--- src/hw/cepc_pkg.sv ---
/*
 * Package for the channel enable and power configuration register bank:
 * register indices, field positions, reset values and shared structs.
 * Assumes a single clock domain and an AXI4-Lite master with 32-bit data.
 */
package cepc_pkg;

	// ****************************************
	// Register indices (byte address = 4 * index)
	// ****************************************
	localparam logic [7:0] IDX_INPUT_CHANNEL_ENABLE      = 8'h73;
	localparam logic [7:0] IDX_SERIAL_OUTPUT_SLOT_ENABLE = 8'h74;
	localparam logic [7:0] IDX_POWER_CONFIGURATION       = 8'h75;
	localparam logic [7:0] IDX_DEVICE_STATUS_ZERO        = 8'h76;

	// ****************************************
	// Reset values
	// ****************************************
	localparam logic [7:0] RST_INPUT_CHANNEL_ENABLE      = 8'hFC;
	localparam logic [7:0] RST_SERIAL_OUTPUT_SLOT_ENABLE = 8'h00;
	localparam logic [7:0] RST_POWER_CONFIGURATION       = 8'h00;
	localparam logic [7:0] RST_DEVICE_STATUS_ZERO        = 8'h00;

	// ****************************************
	// Field positions
	// ****************************************
	localparam int BIT_CH_ONE       = 7;
	localparam int BIT_CH_TWO       = 6;
	localparam int BIT_MIC_BIAS     = 7;
	localparam int BIT_CONVERTER    = 6;
	localparam int BIT_LOOP         = 5;
	localparam int BIT_DYNAMIC      = 4;
	// Power register bit 0 is read-only zero
	localparam logic [7:0] PWR_WRITE_MASK = 8'hFE;

	// ****************************************
	// AXI response codes
	// ****************************************
	localparam logic [1:0] RESP_OKAY   = 2'h0;
	localparam logic [1:0] RESP_SLVERR = 2'h2;

	// Channel enable, slot enable and power controls driven into the analog side and serial port
	typedef struct packed {
		logic input_one_on;
		logic input_two_on;
		logic serial_slot_one_on;
		logic serial_slot_two_on;
		logic mic_bias_power;
		logic loop_power;
		logic dynamic_channel_power;
		logic ch_one_power;
		logic ch_two_power;
	} cepc_ctrl_s;

endpackage

--- src/hw/cepc_regs.sv ---
/*
 * Channel enable and power configuration register bank, AXI4-Lite slave.
 * Assumes clk_sys at 200 MHz, synchronous active-high rst, one master.
 */
module cepc_regs
(
	// Clock and reset
	input  wire logic              clk_sys,
	input  wire logic              rst,
	// AXI4-Lite write address and data
	input  wire logic              s_axi_awvalid,
	output logic                   s_axi_awready,
	input  wire logic [9:0]        s_axi_awaddr,
	input  wire logic              s_axi_wvalid,
	output logic                   s_axi_wready,
	input  wire logic [31:0]       s_axi_wdata,
	input  wire logic [3:0]        s_axi_wstrb,
	// AXI4-Lite write response
	output logic                   s_axi_bvalid,
	input  wire logic              s_axi_bready,
	output logic [1:0]             s_axi_bresp,
	// AXI4-Lite read
	input  wire logic              s_axi_arvalid,
	output logic                   s_axi_arready,
	input  wire logic [9:0]        s_axi_araddr,
	output logic                   s_axi_rvalid,
	input  wire logic              s_axi_rready,
	output logic [31:0]            s_axi_rdata,
	output logic [1:0]             s_axi_rresp,
	// Analog and serial-port controls
	output cepc_pkg::cepc_ctrl_s   ctrl
);

	// ****************************************
	// Registers
	// ****************************************
	logic [7:0]           in_en_q;
	logic [7:0]           slot_en_q;
	logic [7:0]           pwr_q;
	logic                 ch1_pwr_q;
	logic                 ch2_pwr_q;
	logic                 aw_hold_q;
	logic                 w_hold_q;
	logic                 awready_q;
	logic                 wready_q;
	logic                 arready_q;
	logic [9:0]           awaddr_q;
	logic [31:0]          wdata_q;
	logic                 wstrb0_q;
	logic                 bvalid_q;
	logic [1:0]           bresp_q;
	logic                 rvalid_q;
	logic [31:0]          rdata_q;
	logic [1:0]           rresp_q;
	cepc_pkg::cepc_ctrl_s ctrl_q;

	function automatic logic [7:0] idx_of(input logic [9:0] addr);
		idx_of = addr[9:2];
	endfunction

	function automatic logic idx_mapped(input logic [7:0] idx);
		idx_mapped = (idx >= cepc_pkg::IDX_INPUT_CHANNEL_ENABLE)
			&& (idx <= cepc_pkg::IDX_DEVICE_STATUS_ZERO);
	endfunction

	// Response code shared by the write and read paths
	function automatic logic [1:0] resp_for(input logic [7:0] idx);
		resp_for = idx_mapped(idx) ? cepc_pkg::RESP_OKAY : cepc_pkg::RESP_SLVERR;
	endfunction

	// ****************************************
	// Write channel
	// ****************************************
	// Only a handshaken channel counts, so a refused offer is never held
	wire        aw_take   = s_axi_awvalid & awready_q;
	wire        w_take    = s_axi_wvalid & wready_q;
	wire        aw_have   = aw_hold_q | aw_take;
	wire        w_have    = w_hold_q | w_take;
	wire        wr_fire   = aw_have & w_have & ~bvalid_q;
	wire [9:0]  wr_addr   = aw_hold_q ? awaddr_q : s_axi_awaddr;
	wire [31:0] wr_data   = w_hold_q ? wdata_q : s_axi_wdata;
	wire        wr_lane0  = w_hold_q ? wstrb0_q : s_axi_wstrb[0];
	wire [7:0]  wr_idx    = idx_of(wr_addr);
	wire        wr_commit = wr_fire & wr_lane0;
	wire        we_in     = wr_commit && (wr_idx == cepc_pkg::IDX_INPUT_CHANNEL_ENABLE);
	wire        we_slot   = wr_commit && (wr_idx == cepc_pkg::IDX_SERIAL_OUTPUT_SLOT_ENABLE);
	wire        we_pwr    = wr_commit && (wr_idx == cepc_pkg::IDX_POWER_CONFIGURATION);
	wire [7:0]  pwr_wr    = wr_data[7:0] & cepc_pkg::PWR_WRITE_MASK;
	// Next state of the write side, shared by its flops and the readies
	wire        aw_hold_d = aw_have & ~wr_fire;
	wire        w_hold_d  = w_have & ~wr_fire;
	wire        bvalid_d  = wr_fire | (bvalid_q & ~s_axi_bready);
	wire        awready_d = ~aw_hold_d & ~bvalid_d;
	wire        wready_d  = ~w_hold_d & ~bvalid_d;
	wire [1:0]  bresp_d   = resp_for(wr_idx);

	assign s_axi_awready = awready_q;
	assign s_axi_wready  = wready_q;
	assign s_axi_bvalid  = bvalid_q;
	assign s_axi_bresp   = bresp_q;

	// Hold flags keep a half-offered write until its partner arrives
	always_ff @(posedge clk_sys)
	begin
		if (rst)
		begin
			aw_hold_q <= 1'b0;
			w_hold_q  <= 1'b0;
		end
		else
		begin
			aw_hold_q <= aw_hold_d;
			w_hold_q  <= w_hold_d;
		end
	end

	// Readies precomputed one cycle ahead so the bus sees plain flops
	always_ff @(posedge clk_sys)
	begin
		if (rst)
		begin
			awready_q <= 1'b1;
			wready_q  <= 1'b1;
		end
		else
		begin
			awready_q <= awready_d;
			wready_q  <= wready_d;
		end
	end

	always_ff @(posedge clk_sys)
	begin
		if (rst)
			awaddr_q <= 10'h000;
		else if (aw_take)
			awaddr_q <= s_axi_awaddr;
	end

	always_ff @(posedge clk_sys)
	begin
		if (rst)
		begin
			wdata_q  <= 32'h00000000;
			wstrb0_q <= 1'b0;
		end
		else if (w_take)
		begin
			wdata_q  <= s_axi_wdata;
			wstrb0_q <= s_axi_wstrb[0];
		end
	end

	always_ff @(posedge clk_sys)
	begin
		if (rst)
		begin
			bvalid_q <= 1'b0;
			bresp_q  <= cepc_pkg::RESP_OKAY;
		end
		else
		begin
			bvalid_q <= bvalid_d;
			if (wr_fire)
				bresp_q <= bresp_d;
		end
	end

	// ****************************************
	// Register file
	// ****************************************
	// Reserved bits other than power bit 0 are stored as written; host keeps them at reset value
	always_ff @(posedge clk_sys)
	begin
		if (rst)
		begin
			in_en_q   <= cepc_pkg::RST_INPUT_CHANNEL_ENABLE;
			slot_en_q <= cepc_pkg::RST_SERIAL_OUTPUT_SLOT_ENABLE;
			pwr_q     <= cepc_pkg::RST_POWER_CONFIGURATION;
		end
		else
		begin
			if (we_in)
				in_en_q <= wr_data[7:0];
			if (we_slot)
				slot_en_q <= wr_data[7:0];
			if (we_pwr)
				pwr_q <= pwr_wr;
		end
	end

	// ****************************************
	// Channel power sequencing
	// ****************************************
	wire conv_on   = pwr_q[cepc_pkg::BIT_CONVERTER];
	wire dyn_mode  = pwr_q[cepc_pkg::BIT_DYNAMIC];
	wire want1     = conv_on & in_en_q[cepc_pkg::BIT_CH_ONE];
	wire want2     = conv_on & in_en_q[cepc_pkg::BIT_CH_TWO];
	wire recording = ch1_pwr_q | ch2_pwr_q;
	// Static mode: change only from all-off or to all-off
	wire group_ok  = ~recording | ~conv_on;
	wire upd1      = dyn_mode | group_ok;
	wire upd2      = dyn_mode | group_ok;

	always_ff @(posedge clk_sys)
	begin
		if (rst)
		begin
			ch1_pwr_q <= 1'b0;
			ch2_pwr_q <= 1'b0;
		end
		else
		begin
			if (upd1)
				ch1_pwr_q <= want1;
			if (upd2)
				ch2_pwr_q <= want2;
		end
	end

	// ****************************************
	// Control outputs
	// ****************************************
	always_ff @(posedge clk_sys)
	begin
		if (rst)
			ctrl_q <= '0;
		else
		begin
			ctrl_q.input_one_on          <= in_en_q[cepc_pkg::BIT_CH_ONE];
			ctrl_q.input_two_on          <= in_en_q[cepc_pkg::BIT_CH_TWO];
			ctrl_q.serial_slot_one_on    <= slot_en_q[cepc_pkg::BIT_CH_ONE];
			ctrl_q.serial_slot_two_on    <= slot_en_q[cepc_pkg::BIT_CH_TWO];
			ctrl_q.mic_bias_power        <= pwr_q[cepc_pkg::BIT_MIC_BIAS];
			ctrl_q.loop_power            <= pwr_q[cepc_pkg::BIT_LOOP];
			ctrl_q.dynamic_channel_power <= dyn_mode;
			ctrl_q.ch_one_power          <= ch1_pwr_q;
			ctrl_q.ch_two_power          <= ch2_pwr_q;
		end
	end
	assign ctrl = ctrl_q;

	// ****************************************
	// Read channel
	// ****************************************
	wire [7:0] rd_idx = idx_of(s_axi_araddr);
	wire [7:0] status = {ch1_pwr_q, ch2_pwr_q, 6'h00};
	wire [7:0] rd_val =
		(rd_idx == cepc_pkg::IDX_INPUT_CHANNEL_ENABLE)      ? in_en_q   :
		(rd_idx == cepc_pkg::IDX_SERIAL_OUTPUT_SLOT_ENABLE) ? slot_en_q :
		(rd_idx == cepc_pkg::IDX_POWER_CONFIGURATION)       ? pwr_q     :
		(rd_idx == cepc_pkg::IDX_DEVICE_STATUS_ZERO)        ? status    : 8'h00;

	wire       rd_take  = s_axi_arvalid & arready_q;
	wire       rvalid_d = rd_take | (rvalid_q & ~s_axi_rready);

	assign s_axi_arready = arready_q;
	assign s_axi_rvalid  = rvalid_q;
	assign s_axi_rdata   = rdata_q;
	assign s_axi_rresp   = rresp_q;

	// Address ready tracks the inverse of the next read valid
	always_ff @(posedge clk_sys)
	begin
		if (rst)
		begin
			rvalid_q  <= 1'b0;
			arready_q <= 1'b1;
		end
		else
		begin
			rvalid_q  <= rvalid_d;
			arready_q <= ~rvalid_d;
		end
	end

	// Read data captured once per request, stands until taken
	always_ff @(posedge clk_sys)
	begin
		if (rst)
		begin
			rdata_q <= 32'h00000000;
			rresp_q <= cepc_pkg::RESP_OKAY;
		end
		else if (rd_take)
		begin
			rdata_q <= {24'h000000, rd_val};
			rresp_q <= resp_for(rd_idx);
		end
	end

endmodule
--- config.mk ---
export PLATFORM = sky130hd
export DESIGN_NAME = cepc_regs
export DESIGN_NICKNAME = d
export VERILOG_FILES = /design/src/hw/cepc_pkg.sv /design/src/hw/cepc_regs.sv
export SDC_FILE = /design/constraint.sdc
export NUM_CORES = 1
export LEC_CHECK = 0
export BUFFER_PORTS_ARGS = -buffer_cell sky130_fd_sc_hd__buf_2
export CAP_MARGIN = 10
export CELL_PAD_IN_SITES_DETAIL_PLACEMENT = 0
export CELL_PAD_IN_SITES_GLOBAL_PLACEMENT = 1
export CORE_MARGIN = 2
export CORE_UTILIZATION = 33
export CTS_CLUSTER_DIAMETER = 120
export DETAILED_ROUTE_END_ITERATION = 8
export PLACE_DENSITY = 0.75
export SYNTH_ARGS = -nofsm -noshare
export SYNTH_HDL_FRONTEND = slang
export SYNTH_SLANG_ARGS = --single-unit
--- constraint.sdc ---
create_clock -name clk_sys -period 1.7 [get_ports clk_sys]
set_clock_uncertainty 0.15 [all_clocks]
set_input_delay 0.085 -clock clk_sys [delete_from_list [all_inputs] [get_ports clk_sys]]
set_output_delay 0.085 -clock clk_sys [all_outputs]
set_load 0.03 [all_outputs]
Yosys cells after proc, flatten, opt, wreduce, memory -nomap -nowiden
Index checks and enable logic that the tools add are counted.
- bits in registers: 72
- bits in latches: 0
- RAM bits: 0
- memory bits (read-only): 0
- bits of input ports: 63
- output and inout bits: 50
- memories: 0
- $add $sub $neg: 0
- multipliers: 0
- divide/modulo/power cells: 0
- $lt $le $gt $ge: 4
- eq/ne operators: 7
- shift operators: 0
- mux-type cells: 9
- bitwise logic cells: 31
- reduce and logical (&&, ||, !) cells: 5
- operators with widths (cell ; number):
    $eq A8 B7 Y1 const B ; 7
    $mux W8 ; 5
    $ge A8 B7 Y1 const B ; 2
    $le A8 B7 Y1 const B ; 2
    $and A1 B1 Y1 ; 14
    $mux W10 ; 1
    $not A1 Y1 ; 10
    $or A1 B1 Y1 ; 7
    $logic_and A1 B1 Y1 ; 5
    $mux W2 ; 2
    $mux W1 ; 1

Depth between registers and ports, before layout
Gate-level depths: netlist of the first run.
- word-level depth: 8
- gate-level depth with buffers: 6
- gate-level depth less buffers: 4

Least setup slack after synthesis of the first run
OpenSTA, ideal clock, no wires.
- path type: register to register
- from: register awready_q, in the netlist s_axi_awready
- to: register in_en_q[0]
- library setup time: 0.121 ns
- arrival time: 1.598 ns
- required time: 1.429 ns
- path slack: -0.169 ns
- cell stages (with the launch flop): 6
- buffers on the path: 1
- clock period less this slack: 1.869 ns
- cells stage by stage: dfxtp_1 and2_1 clkbuf_1 a22o_1 nand4_4 mux2_2
- word-level cells in the longest chain between the ends: 6
- RTL lines (item ; RTL line ; source):
    from (decl) ; cepc_regs.sv:44 ; logic awready_q;
    from (signal assigned) ; cepc_regs.sv:127 ; awready_q <= awready_d;
    $and A1 B1 Y1 ; cepc_regs.sv:75 ; wire aw_take = s_axi_awvalid & awready_q;
    $or A1 B1 Y1 ; cepc_regs.sv:77 ; wire aw_have = aw_hold_q | aw_take;
    $and A1 B1 Y1 (2 in a row) ; cepc_regs.sv:79 ; wire wr_fire = aw_have & w_have & ~bvalid_q;
    $and A1 B1 Y1 ; cepc_regs.sv:84 ; wire wr_commit = wr_fire & wr_lane0;
    $logic_and A1 B1 Y1 ; cepc_regs.sv:85 ; wire we_in = wr_commit && (wr_idx == cepc_pkg::IDX_INPUT_CHANNEL_ENABLE);
    to (signal assigned) ; cepc_regs.sv:177 ; in_en_q <= cepc_pkg::RST_INPUT_CHANNEL_ENABLE;
    to (signal assigned) ; cepc_regs.sv:184 ; in_en_q <= wr_data[7:0];
    to (decl) ; cepc_regs.sv:37 ; logic [7:0] in_en_q;
No other way between the ends.
A chain may end at the register's enable or synchronous reset.

Worst setup path after layout of the first run
- from: register aw_hold_q
- to: register in_en_q[0]
- word-level cells in the longest chain between the ends: 5
- RTL lines (item ; RTL line ; source):
    from (decl) ; cepc_regs.sv:42 ; logic aw_hold_q;
    from (signal assigned) ; cepc_regs.sv:112 ; aw_hold_q <= aw_hold_d;
    $or A1 B1 Y1 ; cepc_regs.sv:77 ;
    $and A1 B1 Y1 (2 in a row) ; cepc_regs.sv:79 ;
    $and A1 B1 Y1 ; cepc_regs.sv:84 ;
    $logic_and A1 B1 Y1 (*) ; cepc_regs.sv:85 ;
Every way passes the cells marked *; elsewhere a longest branch is shown, timed or not.

==> run metrics, run 1 <==
Chip Width=101.4 um; critical path startpoint category=flip-flop; Antenna Nets Post-Route=0; family with the most delay on the worst path=simple AND/OR/NAND/NOR gates; slack of the critical path=-0.1746 ns; CTS Sinks=68; Yosys reg bits=68; ANT cells=0; mean post-synth cell area=9.258 um2; antenna violations before repair=0; Hold Fails Final Rpt=0; layout cells sized above 1=0.2952; RSZ-0062 raised after global routing=true; Iter 0 DRT Violations=68; Synth top cells by count=68 x dfxtp_1, 48 x nand2_1, 27 x a21oi_1; residual DRC count=0; Clock transition at path regs=0.07 ns; Power, Total=3.627 mW; top_reg_cell synth=dfxtp_1; YS warnings=0; post-layout util=0.4397; slowest cell delay on critical path=0.40 ns; Worst Hold Class=in2reg; minimum clock period=1.875 ns; Num CTS Buffers=9; Area Growth Syn to Fin=29.83%; CP Max Fanout=8; Least-Margin Pin Slew=0.5543 ns; routed len/inst=11.99 um; Die ar.=10280 um2; Core Box Area=9240 um2; crit path cell chain=or3b_4, buf_6, a22oi_2, nand4_4, mux2_4; Clock Latency Late Sink=0.34 ns; Bufs and invs on worst path=1; Synth top area share=0.4350; Max H-tree Level=3; number of buffers added on ports=55; Total GRT Usage=0.1371; final wirelength=6785 um; Final Instance Area=4063 um2; largest net degree at the start of global routing=33; violated checks=negative setup slack; hold slack=0.05568 ns; number of synthesized flops with an enable pin=0; setup tns final=-3.106 ns; Leak Pwr=1.776 nW; row cnt=35; Cell Pwr Density=892.7 nW/um2; fin crit share=1.103; clock buffer depth=2; Final setup viols=23; peak supply drop=426.2 uV; starting density of the core=0.3387; Mapped Area=3129 um2; critical path data required time=1.78 ns; Detailed Place HPWL=5037 um; Final Max Tran Viols=0; via count=2486; max_slew headroom=0.6305; Synth area leaders=dfxtp_1 44%, mux2_2 6.5%, buf_4 6.2%; critical path type=reg2reg; Post-Place Cell Area=3561 um2; WP data arrival=1.95 ns; count leader, synth=dfxtp_1; Netlist cell types=44; Fmax=533.4 MHz; DIE HEIGHT=101.4 um; Final Wtd Congestion=0.7849; Synth area leader=dfxtp_1; TritonCTS clock tree=built; Root Buffer=clkbuf_8; slowest stage cell on the critical path=or3b_4; maximum capacitance violations=0; vias in the first global route=2288; via/cell ratio=4.392; Crit. End Element=flip-flop; aggregate global routing overflow=0; I/O Pins=113; DR pass1 iterations=4; Cells after Synth=338; first-pass GRT wire length=11090 um; Total Nets Final=496; Async S/R FF share, synth=0; Seq/Total Area, Yosys=0.4350; outcome=finished with violations
worst register-to-register path: stages (launching register included):
cell and delay [ns]:
dfxtp_2 0.34, or3b_4 0.40, buf_6 0.13, a22oi_2 0.20, nand4_4 0.20, mux2_4 0.34
stage by stage:
stage / std cells / setup slack (ns)
3_3_place_gp: 525 / -0.1576
2_1_floorplan: 363 / -0.06067
5_1_grt: 566 / -0.2350
3_5_place_dp: 525 / -0.1935
6_report: 566 / -0.1746
4_1_cts: 567 / -0.1730
kinds of logic after synthesis:
logic type             share of synthesized area
AO/OA/AOI/OAI                             0.1287
AND/OR/NAND/NOR                           0.2243
other                                   0.001198
XOR/XNOR                                0.005599
buffers and inverters                    0.08597
flip-flops                                0.4350
multiplexers                              0.1191
per-layer routing:
metal | vias to the layer above | global-route usage | share of wire
met1 | 1108 | 0.1827 | 0.50
met3 | 10 | 0.03520 | 0.052
met2 | 68 | 0.2129 | 0.43
met4 | 0 | 0.05301 | 0.017
met5 | - | 0 | 0
li1 | 1300 | - | -
cell usage in the layout (no fill, tap or decap), types with 4 or more instances in the layout:
cell and n:
dfxtp_1 65, buf_2 55, nand2_1 48, a21oi_1 26
conb_1 26, dlygate4sd3_1 24, nor2b_1 20, mux2i_1 17
mux2_2 17, nor2_1 16, nand2b_1 15, buf_4 14
clkbuf_8 9, or2_2 7, a22o_1 7, inv_1 6
a22oi_1 6, o21ai_0 6, nand4b_1 4, clkinv_2 4
buf_6 4
power breakdown:
part	switching, mW	total [mW]	internal, mW	leakage (nW)
sequential	0.0344	1.68	1.65	0.553
combinational	0.339	0.552	0.213	1.11
clock	0.588	1.40	0.807	0.109
total	0.962	3.63	2.66	1.78
state kept, by name (all words and copies together), names as in the netlist, 7 cells and up:
signal / count
in_en_q: 8
awaddr_q: 8
s_axi_rdata: 8
ctrl: 9
pwr_q: 7
slot_en_q: 8
wdata_q: 8
area by class of cell:
type                       instances  area, um2
fill                             925       5177
multi-input combinational        250       1624
sequential                        68       1365
timing repair buffer              98      685.7
tap                              129      161.4
clock buffer                       9      123.9
clock inverter                     6      80.08
inverter                           6      22.52
final timing paths:
| path | from | endpoint | slack [ns] | depth (start not counted) |
|---|---|---|---|---|
| setup / recovery | aw_hold_q$_SDFF_PP0_ | in_en_q[0]$_SDFFE_PP0P_ | -0.17 | 5 |
| hold / removal | s_axi_araddr[5] | s_axi_rdata[2]$_SDFFE_PP0P_ | 0.06 | 3 |
| hold reg to reg | wdata_q[7]$_SDFFE_PP0P_ | wdata_q[7]$_SDFFE_PP0P_ | 0.31 | 2 |
| setup reg to reg | aw_hold_q$_SDFF_PP0_ | in_en_q[0]$_SDFFE_PP0P_ | -0.17 | 5 |
what timing repair did:
item,4_1_cts,5_1_grt
hold endpoints to repair,28,0
setup endpoints to repair,23,24
hold buffers,24,0
buffers inserted,3,1
resized for setup,6,4
pin swaps,3,4
(Power assumes the default switching activity.)
==> run 2, diff against run 1 <==
Settings changed: PLACE_DENSITY 0.75 to default, PLACE_DENSITY_LB_ADDON from default to 0.1.
==> run metrics, run 2 (synthesized netlist as in run 1, its figures left out) <==
vias in the first global route=2359 (+3.1%); Final Max Tran Viols=0 (unchanged); fin crit share=1.096 (-0.006746); met2 WL=3240 um (+11%); row cnt=35 (unchanged); clock share of power=0.353 (-0.032); Post-Place Cell Area=3568 um2 (+0.21%); Clock Latency Late Sink=0.34 ns (about the same); critical path type=reg2reg; clock buffer depth=2 (unchanged); Comb pwr share=0.162 (+0.010); Chip Width=101.4 um (unchanged); max_slew headroom=0.6217 (-0.008749); post-layout util=0.4382 (-0.001489); aggregate global routing overflow=0 (unchanged); number of buffers added on ports=55 (unchanged); Flop pwr share=0.485 (+0.022); starting density of the core=0.3387 (unchanged); DR top layer=met4; DIE HEIGHT=101.4 um (unchanged); Final setup viols=23 (unchanged); Total GRT Usage=0.1486 (+0.01148); met3 wire len=349 um (-0.29%); Core Box Area=9240 um2 (unchanged); final wirelength=7394 um (+9.0%); Fmax=536.7 MHz (+0.62%); Worst Hold Class=in2reg; first-pass GRT wire length=11690 um (+5.4%); residual DRC count=0 (unchanged); commonest non-fill, non-tap cells in the layout=65 x dfxtp_1, 55 x buf_2, 48 x nand2_1; slowest cell delay on critical path=0.41 ns (about the same); Least-Margin Pin Slew=0.5674 ns (+0.01312 ns); WP data arrival=1.95 ns (about the same); outcome=finished with violations; antenna violations before repair=0 (unchanged); slowest stage cell on the critical path=or3b_4; Antenna Nets Post-Route=0 (unchanged); Power Internal=2.469 mW (-7.4%); via/cell ratio=4.447 (+1.3%); DR pass1 iterations=4 (unchanged); CP Max Fanout=7 (-1); layout cells sized above 1=0.2993 (+0.004125); max FFs per register=9 (unchanged); Root Buffer=clkbuf_8; Iter 0 DRT Violations=60 (-12%); Max H-tree Level=3 (unchanged); largest net degree at the start of global routing=37 (+12%); Cell Pwr Density=855.1 nW/um2 (-4.2%); CTS Sinks=68 (unchanged); RSZ-0062 raised after global routing=true; TritonCTS clock tree=built; Num CTS Buffers=9 (unchanged); slack of the critical path=-0.1631 ns (+0.01147 ns); critical path startpoint category=flip-flop; Detailed Place HPWL=5322 um (+5.7%); Leak Pwr=1.782 nW (+0.33%); most common cell after layout, fill and taps aside=dfxtp_1; Filler Cell Count=927 (+0.22%); Switching Fraction=0.2870 (+0.02172); maximum capacitance violations=0 (unchanged); Hold Fails Final Rpt=0 (unchanged); ANT cells=0 (unchanged); minimum clock period=1.863 ns (-0.01147 ns); via count=2535 (+2.0%); violated checks=negative setup slack; WL met1=3734 um (+9.9%); critical path data required time=1.78 ns (about the same); routed len/inst=12.97 um (+8.2%); I/O Pins=113 (unchanged); peak supply drop=369.6 uV (-13%); Die ar.=10280 um2 (unchanged); Net Sw Power=993.7 uW (+3.3%); Clock transition at path regs=0.07 ns (about the same); Crit. End Element=flip-flop; Final Instance Area=4049 um2 (-0.34%); crit path cell chain=or3b_4, buf_4, a22oi_2, nand4_4, mux2_2; Area Growth Syn to Fin=29.39%; Total Nets Final=499 (+0.60%); Final Wtd Congestion=0.7738 (-1.4%)
-- run 2: cell count changes in the layout (fill, tap and decap cells not counted), moves of 2 or more --
cell / before / now
buf_4: 14 / 18
bufinv_16: 2 / 0
clkbuf_8: 9 / 11
dlygate4sd3_1: 24 / 22
-- run 2: critical path, delay by kind of cell (launching register included) --
family / cells / cell delay (ns)
compound gates: 1 / 0.19
buf+inv: 1 / 0.14
flops: 1 / 0.31
mux: 1 / 0.32
simple gates: 2 / 0.64
-- run 2: through the flow --
| stage | TNS (ns) | total power [mW] | instances | setup slack, ns | hold WS [ns] |
|---|---|---|---|---|---|
| 2_1_floorplan | -0.7648 | 2.099 | 363 | -0.06067 | 0.01507 |
| 3_3_place_gp | -2.836 | 2.225 | 526 | -0.1987 | 0.1877 |
| 3_5_place_dp | -3.351 | 2.227 | 526 | -0.2214 | 0.1943 |
| 4_1_cts | -3.120 | 3.511 | 568 | -0.1683 | 0.01902 |
| 5_1_grt | -4.588 | 3.646 | 570 | -0.2305 | 0.05365 |
| 6_report | -3.101 | 3.462 | 570 | -0.1631 | 0.01809 |
-- run 2: final cells by class --
class / instances / area, um2 / area share
Clock buffer: 12 / 155.1 / 0.03832
Clock inverter: 4 / 23.77 / 0.005871
Inverter: 6 / 22.52 / 0.005562
Multi-Input combinational cell: 250 / 1614 / 0.3986
Sequential cell: 68 / 1365 / 0.3371
Tap cell: 129 / 161.4 / 0.03986
Timing Repair Buffer: 101 / 706.9 / 0.1746
-- run 2: path summary, 6_finish.rpt --
path,cells after the start,endpoint,slack [ns],from
min,3,s_axi_wready$_SDFF_PP1_,0.02,s_axi_wvalid
min reg2reg,2,wdata_q[3]$_SDFFE_PP0P_,0.31,wdata_q[3]$_SDFFE_PP0P_
max,5,in_en_q[0]$_SDFFE_PP0P_,-0.16,awaddr_q[9]$_SDFFE_PP0P_
max reg2reg,5,in_en_q[0]$_SDFFE_PP0P_,-0.16,awaddr_q[9]$_SDFFE_PP0P_
-- run 2: routing by layer --
layer	up-vias	track usage
li1	1302	-
met3	6	0.04417
met2	72	0.2277
met5	-	0
met4	0	0.04886
met1	1155	0.2006
-- run 2: timing repair --
action | CTS | global route
buffers inserted | 4 | 2
hold buffers | 22 | 0
setup endpoints to repair | 24 | 24
hold endpoints to repair | 25 | 0
resized for setup | 7 | 2
pin swaps | 3 | 3
-- run 2: power groups by stage --
stage	clock network, mW	logic (mW)	registers [mW]
2_1_floorplan	0	0.354	1.75
3_3_place_gp	0	0.512	1.71
3_5_place_dp	0	0.513	1.71
4_1_cts	1.27	0.562	1.68
5_1_grt	1.34	0.617	1.69
6_report	1.22	0.561	1.68
